==> config.mk <==
export PLATFORM = sky130hd
export DESIGN_NAME = sfi_indicator
export DESIGN_NICKNAME = d
export VERILOG_FILES = /design/src/verilog/sfi_indicator.v /design/src/verilog/sfi_timebase.v
export VERILOG_INCLUDE_DIRS = /design/src /design/src/verilog
export SDC_FILE = /design/constraint.sdc
export NUM_CORES = 1
export LEC_CHECK = 0
export BUFFER_PORTS_ARGS = -buffer_cell sky130_fd_sc_hd__buf_2
export CAP_MARGIN = 10
export CORE_MARGIN = 1
export CORE_UTILIZATION = 50
export DETAILED_ROUTE_END_ITERATION = 6
export PLACE_DENSITY = 0.77
export SLEW_MARGIN = 40
export SYNTH_ARGS = -nofsm -noshare
export SYNTH_HDL_FRONTEND = slang
export SYNTH_SLANG_ARGS = --single-unit
==> constraint.sdc <==
create_clock -name clk_sys -period 3.45 [get_ports clk_sys]
set_input_delay 0.1725 -clock clk_sys [delete_from_list [all_inputs] [get_ports clk_sys]]
set_output_delay 0.1725 -clock clk_sys [all_outputs]
set_load 0.01 [all_outputs]
==> src/verilog/sfi_regs.vh <==
/*
 * Register offsets, field positions, reset values and timing counts of the
 * switch fault and status indicator block.
 * Assumes a 100 MHz system clock and a byte-addressed Avalon-MM slave.
 */
`ifndef SFI_REGS_VH
`define SFI_REGS_VH

// ****************************************************************
// Register byte offsets
// ****************************************************************
`define SFI_OFF_CTRL 8'h00
`define SFI_OFF_LINK_MASK 8'h04
`define SFI_OFF_PORT_MODE 8'h08
`define SFI_OFF_STATUS 8'h0C
`define SFI_OFF_PORT_STAT 8'h10

// ****************************************************************
// Control register fields
// ****************************************************************
`define SFI_CTRL_MANUAL_EN 0
`define SFI_CTRL_MANUAL_OPEN 1
`define SFI_CTRL_RING_MON_EN 2
`define SFI_CTRL_RM_EN 3
`define SFI_CTRL_STANDBY_EN 4
`define SFI_CTRL_BOOT_DONE 5
`define SFI_CTRL_RESET 32'h00000000

// ****************************************************************
// Status register fields
// ****************************************************************
`define SFI_ST_CONTACT_OPEN 0
`define SFI_ST_FAULT 1
`define SFI_ST_SUPPLY_ONE 2
`define SFI_ST_SUPPLY_TWO 3
`define SFI_ST_SELFTEST 4
`define SFI_ST_STARTUP 5

// ****************************************************************
// Port count and mode encodings
// ****************************************************************
`define SFI_PORTS 9
`define SFI_MODE_NORMAL 2'h0
`define SFI_MODE_STANDBY 2'h1
`define SFI_MODE_DISABLED 2'h2
`define SFI_LINK_MASK_RESET 9'h000
`define SFI_MODE_RESET 18'h00000

// ****************************************************************
// Timing: clock rate, flash rates, start-up time
// ****************************************************************
`define SFI_CLK_HZ 100000000
`define SFI_SLOW_FLASH_HZ 2
`define SFI_FAST_FLASH_HZ 6
`define SFI_SLOW_HALF (`SFI_CLK_HZ / `SFI_SLOW_FLASH_HZ)
`define SFI_FAST_HALF (`SFI_CLK_HZ / `SFI_FAST_FLASH_HZ)
`define SFI_STARTUP_S 60
`define SFI_ACT_FLASH_MS 50
`define SFI_ACT_CYCLES (`SFI_CLK_HZ / 1000 * `SFI_ACT_FLASH_MS)

`endif

==> src/verilog/sfi_indicator.v <==
/*
 * Fault relay and status indicator logic of a managed switch, with an
 * Avalon-MM register slave for masks, modes and manual relay control.
 * Assumes all inputs synchronous to clk_sys; relay driver outside.
 */
//
// Operation
// - Relay contact is closed with no fault, opened on any reportable fault.
// - Either supply input below threshold opens the contact.
// - Device not operational opens the contact.
// - Link loss on an unmasked port opens the contact.
// - After reset all per-port link monitoring is disabled.
// - Loss of ring redundancy reserve opens the contact.
// - Self-test error opens the contact.
// - Incorrect ring configuration opens the contact.
// - As ring manager, reserve available is also reported; monitoring off after reset.
// - Management may drive the contact manually, overriding monitoring.
// - Power LED green both supplies, yellow one, dark none.
// - Fault LED red while contact open, dark while closed.
// - Under manual control the fault LED shows detected errors instead.
// - Ring manager LED green port off, yellow port on, dark inactive.
// - Ring manager LED flashes green on incorrect ring configuration.
// - Stand-by LED green when stand-by mode enabled.
// - Link LED steady on valid link, dark otherwise, 1/s flash in stand-by.
// - Link LED flashes 3/s when port disabled.
// - Activity LED flashes during reception, dark otherwise.
// - During boot the port LEDs show boot progress.
// - Initialisation and self-test take about sixty seconds before normal indication.
// - Operation starts at power-up with no enable command.
//
`timescale 1ns/100ps
`include "sfi_regs.vh"

module sfi_indicator #(
    parameter SLOW_HALF = `SFI_SLOW_HALF,
    parameter FAST_HALF = `SFI_FAST_HALF,
    parameter SEC_CYCLES = `SFI_CLK_HZ,
    parameter STARTUP_S = `SFI_STARTUP_S,
    parameter ACT_CYCLES = `SFI_ACT_CYCLES
) (
    input wire clk_sys,
    input wire rst,
    input wire [7:0] avs_address,
    input wire avs_read,
    input wire avs_write,
    input wire [31:0] avs_writedata,
    input wire [3:0] avs_byteenable,
    output reg [31:0] avs_readdata,
    output reg avs_waitrequest,
    output reg [1:0] avs_response,
    input wire supply_input_one,
    input wire supply_input_two,
    input wire dev_operational,
    input wire selftest_error,
    input wire selftest_done,
    input wire ring_reserve_lost,
    input wire ring_config_bad,
    input wire ring_port_enabled,
    input wire [`SFI_PORTS-1:0] port_link_up,
    input wire [`SFI_PORTS-1:0] port_rx,
    input wire [`SFI_PORTS-1:0] boot_progress,
    output reg relay_closed,
    output reg led_power_green,
    output reg led_power_yellow,
    output reg led_fault_red,
    output reg led_rm_green,
    output reg led_rm_yellow,
    output reg led_standby_green,
    output reg [`SFI_PORTS-1:0] port_link_indicator,
    output reg [`SFI_PORTS-1:0] port_activity_indicator
);

    localparam NP = `SFI_PORTS;

    // ****************************************************************
    // Registers and state
    // ****************************************************************
    reg [31:0] ctrl;
    reg [NP-1:0] link_mask;
    reg [2*NP-1:0] port_mode;
    reg [7:0] startup_sec;
    reg startup_done;
    reg [31:0] next_readdata;
    reg [31:0] wmask;
    reg bus_phase;
    wire slow_phase;
    wire fast_phase;
    wire sec_tick;
    wire manual_en;
    wire manual_open;
    wire ring_mon_en;
    wire rm_en;
    wire standby_en;
    wire booting;
    wire link_fault;
    wire ring_fault;
    wire fault_detect;
    wire supply_fault;
    wire [NP-1:0] next_link_led;
    wire [NP-1:0] next_act_led;

    assign manual_en = ctrl[`SFI_CTRL_MANUAL_EN];
    assign manual_open = ctrl[`SFI_CTRL_MANUAL_OPEN];
    assign ring_mon_en = ctrl[`SFI_CTRL_RING_MON_EN];
    assign rm_en = ctrl[`SFI_CTRL_RM_EN];
    assign standby_en = ctrl[`SFI_CTRL_STANDBY_EN];

    // ****************************************************************
    // Time base
    // ****************************************************************
    // Free-running flash phases and seconds tick
    sfi_timebase #(
        .SLOW_HALF(SLOW_HALF),
        .FAST_HALF(FAST_HALF),
        .SEC_CYCLES(SEC_CYCLES)
    ) u_timebase (
        .clk_sys(clk_sys),
        .rst(rst),
        .slow_phase(slow_phase),
        .fast_phase(fast_phase),
        .sec_tick(sec_tick)
    );

    // ****************************************************************
    // Start-up phase
    // ****************************************************************
    // Counts seconds until both the time and the self-test are done
    always @(posedge clk_sys) begin
        if (rst) begin
            startup_sec <= 8'h00;
            startup_done <= 1'b0;
        end else if (!startup_done) begin
            if (sec_tick && startup_sec < STARTUP_S) begin
                startup_sec <= startup_sec + 8'h01;
            end
            if (startup_sec >= STARTUP_S && selftest_done) begin
                startup_done <= 1'b1;
            end
        end
    end

    assign booting = !startup_done && !ctrl[`SFI_CTRL_BOOT_DONE];

    // ****************************************************************
    // Fault combination
    // ****************************************************************
    // Link faults only count for ports enabled in the mask
    assign link_fault = |(~port_link_up & link_mask);
    // Reserve loss, bad config, and reserve-available in manager mode
    assign ring_fault = ring_mon_en && (ring_reserve_lost || ring_config_bad
        || (rm_en && !ring_reserve_lost));
    assign supply_fault = !supply_input_one || !supply_input_two;
    assign fault_detect = supply_fault || !dev_operational
        || selftest_error || link_fault || ring_fault;

    // ****************************************************************
    // Device LEDs and relay
    // ****************************************************************
    // Relay closed means no fault; manual mode overrides
    always @(posedge clk_sys) begin
        if (rst) begin
            relay_closed <= 1'b0;
            led_fault_red <= 1'b1;
            led_power_green <= 1'b0;
            led_power_yellow <= 1'b0;
            led_rm_green <= 1'b0;
            led_rm_yellow <= 1'b0;
            led_standby_green <= 1'b0;
        end else begin
            if (manual_en) begin
                relay_closed <= !manual_open;
                led_fault_red <= fault_detect;
            end else begin
                relay_closed <= !fault_detect;
                led_fault_red <= fault_detect;
            end
            led_power_green <= supply_input_one && supply_input_two;
            led_power_yellow <= supply_input_one ^ supply_input_two;
            if (!rm_en) begin
                led_rm_green <= 1'b0;
                led_rm_yellow <= 1'b0;
            end else if (ring_config_bad) begin
                led_rm_green <= slow_phase;
                led_rm_yellow <= 1'b0;
            end else begin
                led_rm_green <= !ring_port_enabled;
                led_rm_yellow <= ring_port_enabled;
            end
            led_standby_green <= standby_en;
        end
    end

    // ****************************************************************
    // Port LEDs
    // ****************************************************************
    genvar gi;
    generate
        for (gi = 0; gi < NP; gi = gi + 1) begin : g_port
            reg [31:0] act_cnt;
            reg act_bit;
            wire [1:0] mode;
            assign mode = port_mode[2*gi+1:2*gi];
            // Link LED by port mode and link state
            assign next_link_led[gi] = booting ? boot_progress[gi] :
                (mode == `SFI_MODE_DISABLED) ? fast_phase :
                (mode == `SFI_MODE_STANDBY) ? slow_phase :
                port_link_up[gi];
            // Period restarts only after expiry, so steady reception still flashes
            always @(posedge clk_sys) begin
                if (rst) begin
                    act_cnt <= 32'h00000000;
                end else if (act_cnt != 32'h00000000) begin
                    act_cnt <= act_cnt - 32'h00000001;
                end else if (port_rx[gi]) begin
                    act_cnt <= ACT_CYCLES;
                end
            end
            // Toggle at each period start while receiving, dark once idle
            always @(posedge clk_sys) begin
                if (rst) begin
                    act_bit <= 1'b0;
                end else if (act_cnt == 32'h00000000) begin
                    act_bit <= port_rx[gi] ? ~act_bit : 1'b0;
                end
            end
            assign next_act_led[gi] = booting ? boot_progress[gi] : act_bit;
        end
    endgenerate

    // Registered port outputs
    always @(posedge clk_sys) begin
        if (rst) begin
            port_link_indicator <= {NP{1'b0}};
            port_activity_indicator <= {NP{1'b0}};
        end else begin
            port_link_indicator <= next_link_led;
            port_activity_indicator <= next_act_led;
        end
    end

    // ****************************************************************
    // Avalon-MM slave
    // ****************************************************************
    // Byte enables expanded to a bit mask
    always @* begin
        wmask = {{8{avs_byteenable[3]}}, {8{avs_byteenable[2]}},
                 {8{avs_byteenable[1]}}, {8{avs_byteenable[0]}}};
    end

    // Read mux
    always @* begin
        next_readdata = 32'h00000000;
        case (avs_address)
            `SFI_OFF_CTRL: next_readdata = {26'h0000000, ctrl[5:0]};
            `SFI_OFF_LINK_MASK: next_readdata = {23'h000000, link_mask};
            `SFI_OFF_PORT_MODE: next_readdata = {14'h0000, port_mode};
            `SFI_OFF_STATUS: next_readdata = {26'h0000000, startup_done, selftest_error,
                supply_input_two, supply_input_one, fault_detect, !relay_closed};
            `SFI_OFF_PORT_STAT: next_readdata = {23'h000000, port_link_up};
            default: next_readdata = 32'h00000000;
        endcase
    end

    // One wait cycle, then answer on the second edge
    always @(posedge clk_sys) begin
        if (rst) begin
            ctrl <= `SFI_CTRL_RESET;
            link_mask <= `SFI_LINK_MASK_RESET;
            port_mode <= `SFI_MODE_RESET;
            bus_phase <= 1'b0;
            avs_waitrequest <= 1'b1;
            avs_readdata <= 32'h00000000;
            avs_response <= 2'h0;
        end else if ((avs_read || avs_write) && !bus_phase) begin
            bus_phase <= 1'b1;
            avs_waitrequest <= 1'b0;
            avs_readdata <= avs_read ? next_readdata : 32'h00000000;
            avs_response <= (avs_address == `SFI_OFF_CTRL || avs_address == `SFI_OFF_LINK_MASK
                || avs_address == `SFI_OFF_PORT_MODE || avs_address == `SFI_OFF_STATUS
                || avs_address == `SFI_OFF_PORT_STAT) ? 2'h0 : 2'h3;
            if (avs_write) begin
                case (avs_address)
                    `SFI_OFF_CTRL: ctrl <= (ctrl & ~wmask) | ({26'h0000000, avs_writedata[5:0]} & wmask);
                    `SFI_OFF_LINK_MASK: link_mask <= (link_mask & ~wmask[NP-1:0])
                        | (avs_writedata[NP-1:0] & wmask[NP-1:0]);
                    `SFI_OFF_PORT_MODE: port_mode <= (port_mode & ~wmask[2*NP-1:0])
                        | (avs_writedata[2*NP-1:0] & wmask[2*NP-1:0]);
                    default: ctrl <= ctrl;
                endcase
            end
        end else begin
            bus_phase <= 1'b0;
            avs_waitrequest <= 1'b1;
        end
    end

endmodule // sfi_indicator

==> src/verilog/sfi_timebase.v <==
/*
 * Free-running time base: one-cycle tick pulses and flash phases.
 * Assumes a single clock and a synchronous active-high reset.
 */
`timescale 1ns/100ps
`include "sfi_regs.vh"

module sfi_timebase #(
    parameter SLOW_HALF = `SFI_SLOW_HALF,
    parameter FAST_HALF = `SFI_FAST_HALF,
    parameter SEC_CYCLES = `SFI_CLK_HZ
) (
    input wire clk_sys,
    input wire rst,
    output reg slow_phase,
    output reg fast_phase,
    output reg sec_tick
);

    reg [31:0] slow_cnt;
    reg [31:0] fast_cnt;
    reg [31:0] sec_cnt;

    // ****************************************************************
    // Dividers
    // ****************************************************************
    // Half-period counters toggle the flash phases
    always @(posedge clk_sys) begin
        if (rst) begin
            slow_cnt <= 32'h00000000;
            fast_cnt <= 32'h00000000;
            sec_cnt <= 32'h00000000;
            slow_phase <= 1'b0;
            fast_phase <= 1'b0;
            sec_tick <= 1'b0;
        end else begin
            sec_tick <= 1'b0;
            if (slow_cnt == SLOW_HALF - 1) begin
                slow_cnt <= 32'h00000000;
                slow_phase <= ~slow_phase;
            end else begin
                slow_cnt <= slow_cnt + 32'h00000001;
            end
            if (fast_cnt == FAST_HALF - 1) begin
                fast_cnt <= 32'h00000000;
                fast_phase <= ~fast_phase;
            end else begin
                fast_cnt <= fast_cnt + 32'h00000001;
            end
            if (sec_cnt == SEC_CYCLES - 1) begin
                sec_cnt <= 32'h00000000;
                sec_tick <= 1'b1;
            end else begin
                sec_cnt <= sec_cnt + 32'h00000001;
            end
        end
    end

endmodule // sfi_timebase

After elaboration in Yosys (flattened, before gate mapping)
Cells that the tools add are included.
- bits of input ports: 83
- register bits after elaboration: 525
- word-level logic and storage cells: 251
- order comparisons: 2
- bitwise operators: 28
- equality and inequality tests: 25
- mux-type cells: 73
- add/sub/neg operators: 13
- reductions and logical operators: 68
- operator list (cell ; count):
    32-bit 2-to-1 mux ; 19
    32-bit zero test ; 9
    32-bit nonzero test ; 9
    32-bit by 1-bit subtractor with 32-bit output (second input constant) ; 9
    32-bit by 1-bit adder with 32-bit output (second input constant) ; 3
    18-bit one-hot mux with 5 select lines ; 1
    1-bit 2-to-1 mux ; 52
    18-bit AND ; 2
    32-bit AND ; 1
    6-bit by 32-bit AND with 32-bit output ; 1
    32-bit by 24-bit equality test with 1-bit output (second input constant) ; 1
    32-bit by 26-bit equality test with 1-bit output (second input constant) ; 1
    32-bit by 27-bit equality test with 1-bit output (second input constant) ; 1
    32-bit inverter ; 1
    32-bit OR ; 1
    9-bit AND ; 3
    2-bit by 1-bit equality test with 1-bit output (second input constant) ; 9
    2-bit equality test (second input constant) ; 9
    18-bit inverter ; 1
    9-bit inverter ; 2
    18-bit OR ; 1
    2-bit nonzero test ; 9
    8-bit by 4-bit equality test with 1-bit output (second input constant) ; 2
    1-bit inverter ; 13
    other kinds (17) ; 49

Longest topological paths before layout
- depth in word-level cells: 8
- gate-level depth with buffers: 9
- gate-level depth less buffers: 7

By module
From an unflattened synthesis, not the netlist that was laid out.
- cell total of the unflattened synthesis: 2731
- area, all modules: 23331.1 µm²
- by module, submodules not included (module ; instances ; seq. area each (µm²) ; area each (µm²) ; cells an instance):
    sfi_indicator ; 1 ; 7707.4 ; 18539.0 ; 2165
    sfi_timebase ; 1 ; 1981.9 ; 4792.1 ; 566

Worst setup path after synthesis
OpenSTA, ideal clock, no wires.
- path kind: register to register
- start point: reg g_port[3].act_cnt[20]
- end point: reg g_port[3].act_cnt[1]
- setup time: 65 ps
- data arrival time: 2581 ps
- cell stages (with the launch flop): 9
- slack: 804 ps
- clock period less this slack: 2646 ps
- path through: dfxtp_1 > or4_1 > clkbuf_1 > or4_1 > buf_2 > nor3_2 > buf_2 > mux2_2 > nor2_1
- word-level cells in the longest chain between the ends: 2
- elaborated cells between the ends (all ways): 3
- classes of those cells: mux: 1; reduce/logical: 2
- RTL lines (item ; line ; text):
    start: declaration ; sfi_indicator.v:199 ; reg [31:0] act_cnt;
    start signal: assignment ; sfi_indicator.v:213 ; act_cnt <= act_cnt - 32'h00000001;
    32-bit nonzero test (*) ; sfi_indicator.v:212 ; end else if (act_cnt != 32'h00000000) begin
    32-bit 2-to-1 mux / 2-bit nonzero test (equally long branches) ; n/a ;
Every way passes the cells marked *; elsewhere a longest branch is shown, timed or not.
A chain may end at the register's enable or synchronous reset.

Worst setup path after layout
- start point: reg g_port[5].act_cnt[0]
- end point: reg g_port[5].act_cnt[18]
- word-level cells in the longest chain between the ends: 2
- elaborated cells between the ends (all ways): 4
- classes of those cells: add/sub: 1; mux: 1; reduce/logical: 2
- RTL lines (item ; line):
    start: declaration ; sfi_indicator.v:199
    start signal: assignment ; sfi_indicator.v:213
    32-bit by 1-bit subtractor with 32-bit output / 32-bit nonzero test (equally long branches) ; sfi_indicator.v:213, sfi_indicator.v:212
    32-bit 2-to-1 mux / 2-bit nonzero test (equally long branches) ; n/a
Several ways; a longest one is shown, not always the timed one.

==> flow_summary.ini <==
[synth]
synth-seq-cells = 484
yosysWarnings = 0
ys_seq_area_share_pct = 41.85
syn_area_per_cell_um2 = 8.543
synth_edf_count = 0
synth-main-ff-cell = dfxtp_1
synth_cells = 2710
synthArstFlopShare_pct = 0
ys_types = 75
synth_area_um2 = 23150

[cts]
insertion_delay_ns = 0.60
cts_htree_levels = 2
cts_buffers = 50
path_clk_slew_ns = 0.06
root_buffer = clkbuf_16
cts_tree = done
cts_sinks = 484
hold_buffers = 53
cts_max_path_buffers = 3
post_cts_buffers = 0
cts_resized = 0

[timing]
rsz0062_at_grt = no
clock-skew-final_ns = 0.02378
fin_crit_sh_pct = 86.93
setup_slack_ns = 0.4508
final_hold_viol_count = 0
slew_headroom_pct = 47.61
setup_viol = 0
period_minus_slack_ns = 2.999
finalMaxSlewViolations = 0
worstMarginPinSlew_ns = 0.7787
fin_tns_setup_ns = 0
max_freq_mhz = 333.4

[setup_path]
arrival_ns = 3.50
r2r_cells = 7
reg2reg_to = g_port[5].act_cnt[18]$_SDFFE_PP0P_
crit_chain = inv_1 -> ha_1 -> or4b_2 -> or4_1 -> a2111oi_0 -> nor3_1 -> a211oi_1
worst_setup_path_start_kind = register
worstSetupPathType = register to register
path_buf_inv = 1
r2r-start = g_port[5].act_cnt[0]$_SDFFE_PP0P_
timing.reg2reg.setup_slack_ns = 0.45
cp-end-kind = register
crit_slowest_cell = a2111oi_0
critical_path.top_delay_family = simple AND/OR/NAND/NOR gates
crit_required_ns = 3.95
slowest_delay_ns = 0.73
critPathMaxFanout = 13

[routing]
first_pass_iters = 6
first_iter_violations = 1505
viasPerCell = 6.035
avgRoutedWirePerCell_um = 16.03
ant_nets = 0
num_vias = 20940
drc = 0
routed_wl_um = 55640

[floorplan]
num_rows = 78
die_w_um = 217.2
core_region_area_um2 = 45480
dieArea_um2 = 47170
die_height_um = 217.2
num_io_pins = 143
start_util_pct = 50.91

[cells_and_area]
num_antenna_cells = 0
final_nets = 2931
layout-drive-gt1-share_pct = 11.32
fill_cells = 3844
syn2layout_area_growth_pct = 14.50

[global_route]
grt_pass1_vias = 19850
antenna_found_initial = 0
grt_max_degree = 201
grt_pass1_wl_um = 92780
grt.total_usage_pct = 22.84
grt_overflow = 0

[placed_design]
post-place-ws_ns = 0.5133
port_buffers = 113
dpl.hpwl_um = 36440
gp_congestion = 0.8957

[run_status]
status = completed

[hold_path]
holdPathStages = 5
hp-class = input port to register
hold_end = g_port[3].act_cnt[1]$_SDFFE_PP0P_
hp-start = port_rx[3]

[pwr]
switching_power_mw = 12.03
clockPowerShare_pct = 20.3
power_frac_seq_pct = 31.1
p_per_area_nw_per_um2 = 1036
p_leak_nw = 9.870
switching_share_pct = 43.80
ir_drop_mv = 0.5216
combinationalPowerShare_pct = 48.6
power.internal_mw = 15.43

[run]
cap_violations = 0
## logic make-up (layout without fill, tap and decap cells)
logic type                 Yosys count  count (layout)  synth area share, %
xor gates and xnor gates           162             162                6.128
DFF                                484             484                41.85
and+or+nand+nor                   1256            1256                29.17
muxes                               93              93                4.188
other                                1              14              0.01620
buffers and inverters              214             361                3.821
adders and majority gates           16              16               0.8647
AOI/OAI and AO/OA                  484             484                13.96
## Yosys cell counts, types with 11 or more instances
master | n | area (um^2)
or3_1 | 84 | 525.5
nor2_1 | 352 | 1321
nand2_1 | 146 | 548.0
nand4b_1 | 13 | 113.9
xnor2_1 | 75 | 656.9
buf_4 | 15 | 112.6
o41ai_1 | 21 | 183.9
o211ai_1 | 26 | 195.2
inv_1 | 64 | 240.2
and2_1 | 13 | 81.33
nand3_1 | 81 | 405.4
a2111oi_0 | 11 | 96.34
a22o_1 | 21 | 183.9
clkbuf_1 | 120 | 450.4
and4_1 | 12 | 105.1
dfxtp_1 | 484 | 9689
mux2_2 | 30 | 337.8
or2_2 | 26 | 162.7
o21ai_0 | 51 | 255.2
nand2b_1 | 20 | 125.1
a31oi_1 | 13 | 81.33
a311oi_1 | 12 | 105.1
nor4b_1 | 14 | 122.6
a21oi_1 | 161 | 805.8
a211oi_1 | 43 | 322.8
nand3b_1 | 17 | 127.6
o31ai_1 | 56 | 420.4
nor2b_1 | 34 | 212.7
nand4_1 | 56 | 350.3
nor3_1 | 109 | 545.5
nor4_1 | 114 | 713.2
and3_1 | 33 | 206.5
mux2i_1 | 62 | 620.6
xor2_1 | 87 | 762.0
or4_1 | 92 | 690.7
ha_1 | 16 | 200.2
## flip-flops by register name (all words and copies together) (netlist names), 8 cells and up, named ones only
register	count
g_port.act_cnt	288
u_timebase.fast_cnt	32
u_timebase.sec_cnt	32
u_timebase.slow_cnt	32
avs_readdata	18
g_port.act_bit	9
port_activity_indicator	9
port_link_indicator	9
startup_sec	8
## layer usage
metal | up-vias | share of wire [%] | global-route usage, %
li1 | 10210 | - | -
met1 | 9944 | 44 | 28.51
met2 | 650 | 48 | 39.46
met3 | 136 | 5.5 | 3.871
met4 | 0 | 2.6 | 8.099
met5 | - | 0 | 0
## per-stage QoR
stage | hold slack, ns | instances | util [%] | power (mW) | cell area, um^2
6_report | 0.03161 | 3470 | 58.29 | 27.46 | 26510
4_1_cts | 0.002866 | 3469 | 58.23 | 27.33 | 26480
3_5_place_dp | 0.4313 | 3326 | 53.31 | 21.56 | 24250
3_3_place_gp | 0.4129 | 3326 | 53.28 | 20.99 | 24230
2_1_floorplan | 0.3085 | 2723 | - | 18.62 | 23200
5_1_grt | 0.04114 | 3470 | 58.29 | 29.51 | 26510
## cells in the final DEF, fill, tap and decap left out, types with 14 or more instances in the layout
cell type,n
dfxtp_1,484
nor2_1,351
a21oi_1,161
nand2_1,146
nor4_1,112
buf_2,112
nor3_1,107
or4_1,92
xor2_1,87
or3_1,84
nand3_1,81
xnor2_1,75
inv_1,63
mux2i_1,62
nand4_1,56
o31ai_1,55
dlygate4sd3_1,53
o21ai_0,51
clkbuf_16,50
a211oi_1,43
buf_4,39
nor2b_1,34
and3_1,33
mux2_2,30
or2_2,26
o211ai_1,26
o41ai_1,21
a22o_1,21
nand2b_1,20
nand3b_1,17
ha_1,16
conb_1,14
## how the worst max path moves through the flow
stage          cells past startpoint  slack, ns                                 end                               start
3_3_place_gp                       8       0.58   g_port[8].act_cnt[0]$_SDFFE_PP0P_   g_port[8].act_cnt[0]$_SDFFE_PP0P_
6_report                           7       0.45  g_port[5].act_cnt[18]$_SDFFE_PP0P_   g_port[5].act_cnt[0]$_SDFFE_PP0P_
4_1_cts                            8       0.47   g_port[8].act_cnt[9]$_SDFFE_PP0P_   g_port[8].act_cnt[0]$_SDFFE_PP0P_
3_5_place_dp                       7       0.51  g_port[5].act_cnt[18]$_SDFFE_PP0P_   g_port[5].act_cnt[0]$_SDFFE_PP0P_
5_1_grt                            7       0.22  g_port[8].act_cnt[18]$_SDFFE_PP0P_   g_port[8].act_cnt[0]$_SDFFE_PP0P_
2_1_floorplan                      8       0.80   g_port[3].act_cnt[1]$_SDFFE_PP0P_  g_port[3].act_cnt[20]$_SDFFE_PP0P_
## cell type report
class	instances	area [um^2]	share of cell area (%)
Multi-Input combinational cell	2025	12680	47.82
Sequential cell	484	9689	36.55
Clock buffer	74	1471	5.551
Timing Repair Buffer	207	1446	5.456
Tap cell	600	750.7	2.832
Inverter	64	240.2	0.9062
Clock inverter	16	234.0	0.8826
## tightest hold or removal path, stage by stage
cell	delay [ns]
buf_2	0.10
inv_1	0.07
nand2_1	0.07
mux2_2	0.13
nor2_1	0.04
## power groups by stage
stage	Sequential, mW	Clock, mW	Combinational, mW
after floorplan	8.19	0	10.4
after global placement	8.47	0	12.5
after detailed placement	8.58	0	13.0
after CTS	8.49	5.67	13.2
after global routing	8.76	5.91	14.8
final	8.54	5.57	13.4
No activity file was read; power rests on OpenSTA's default activity.
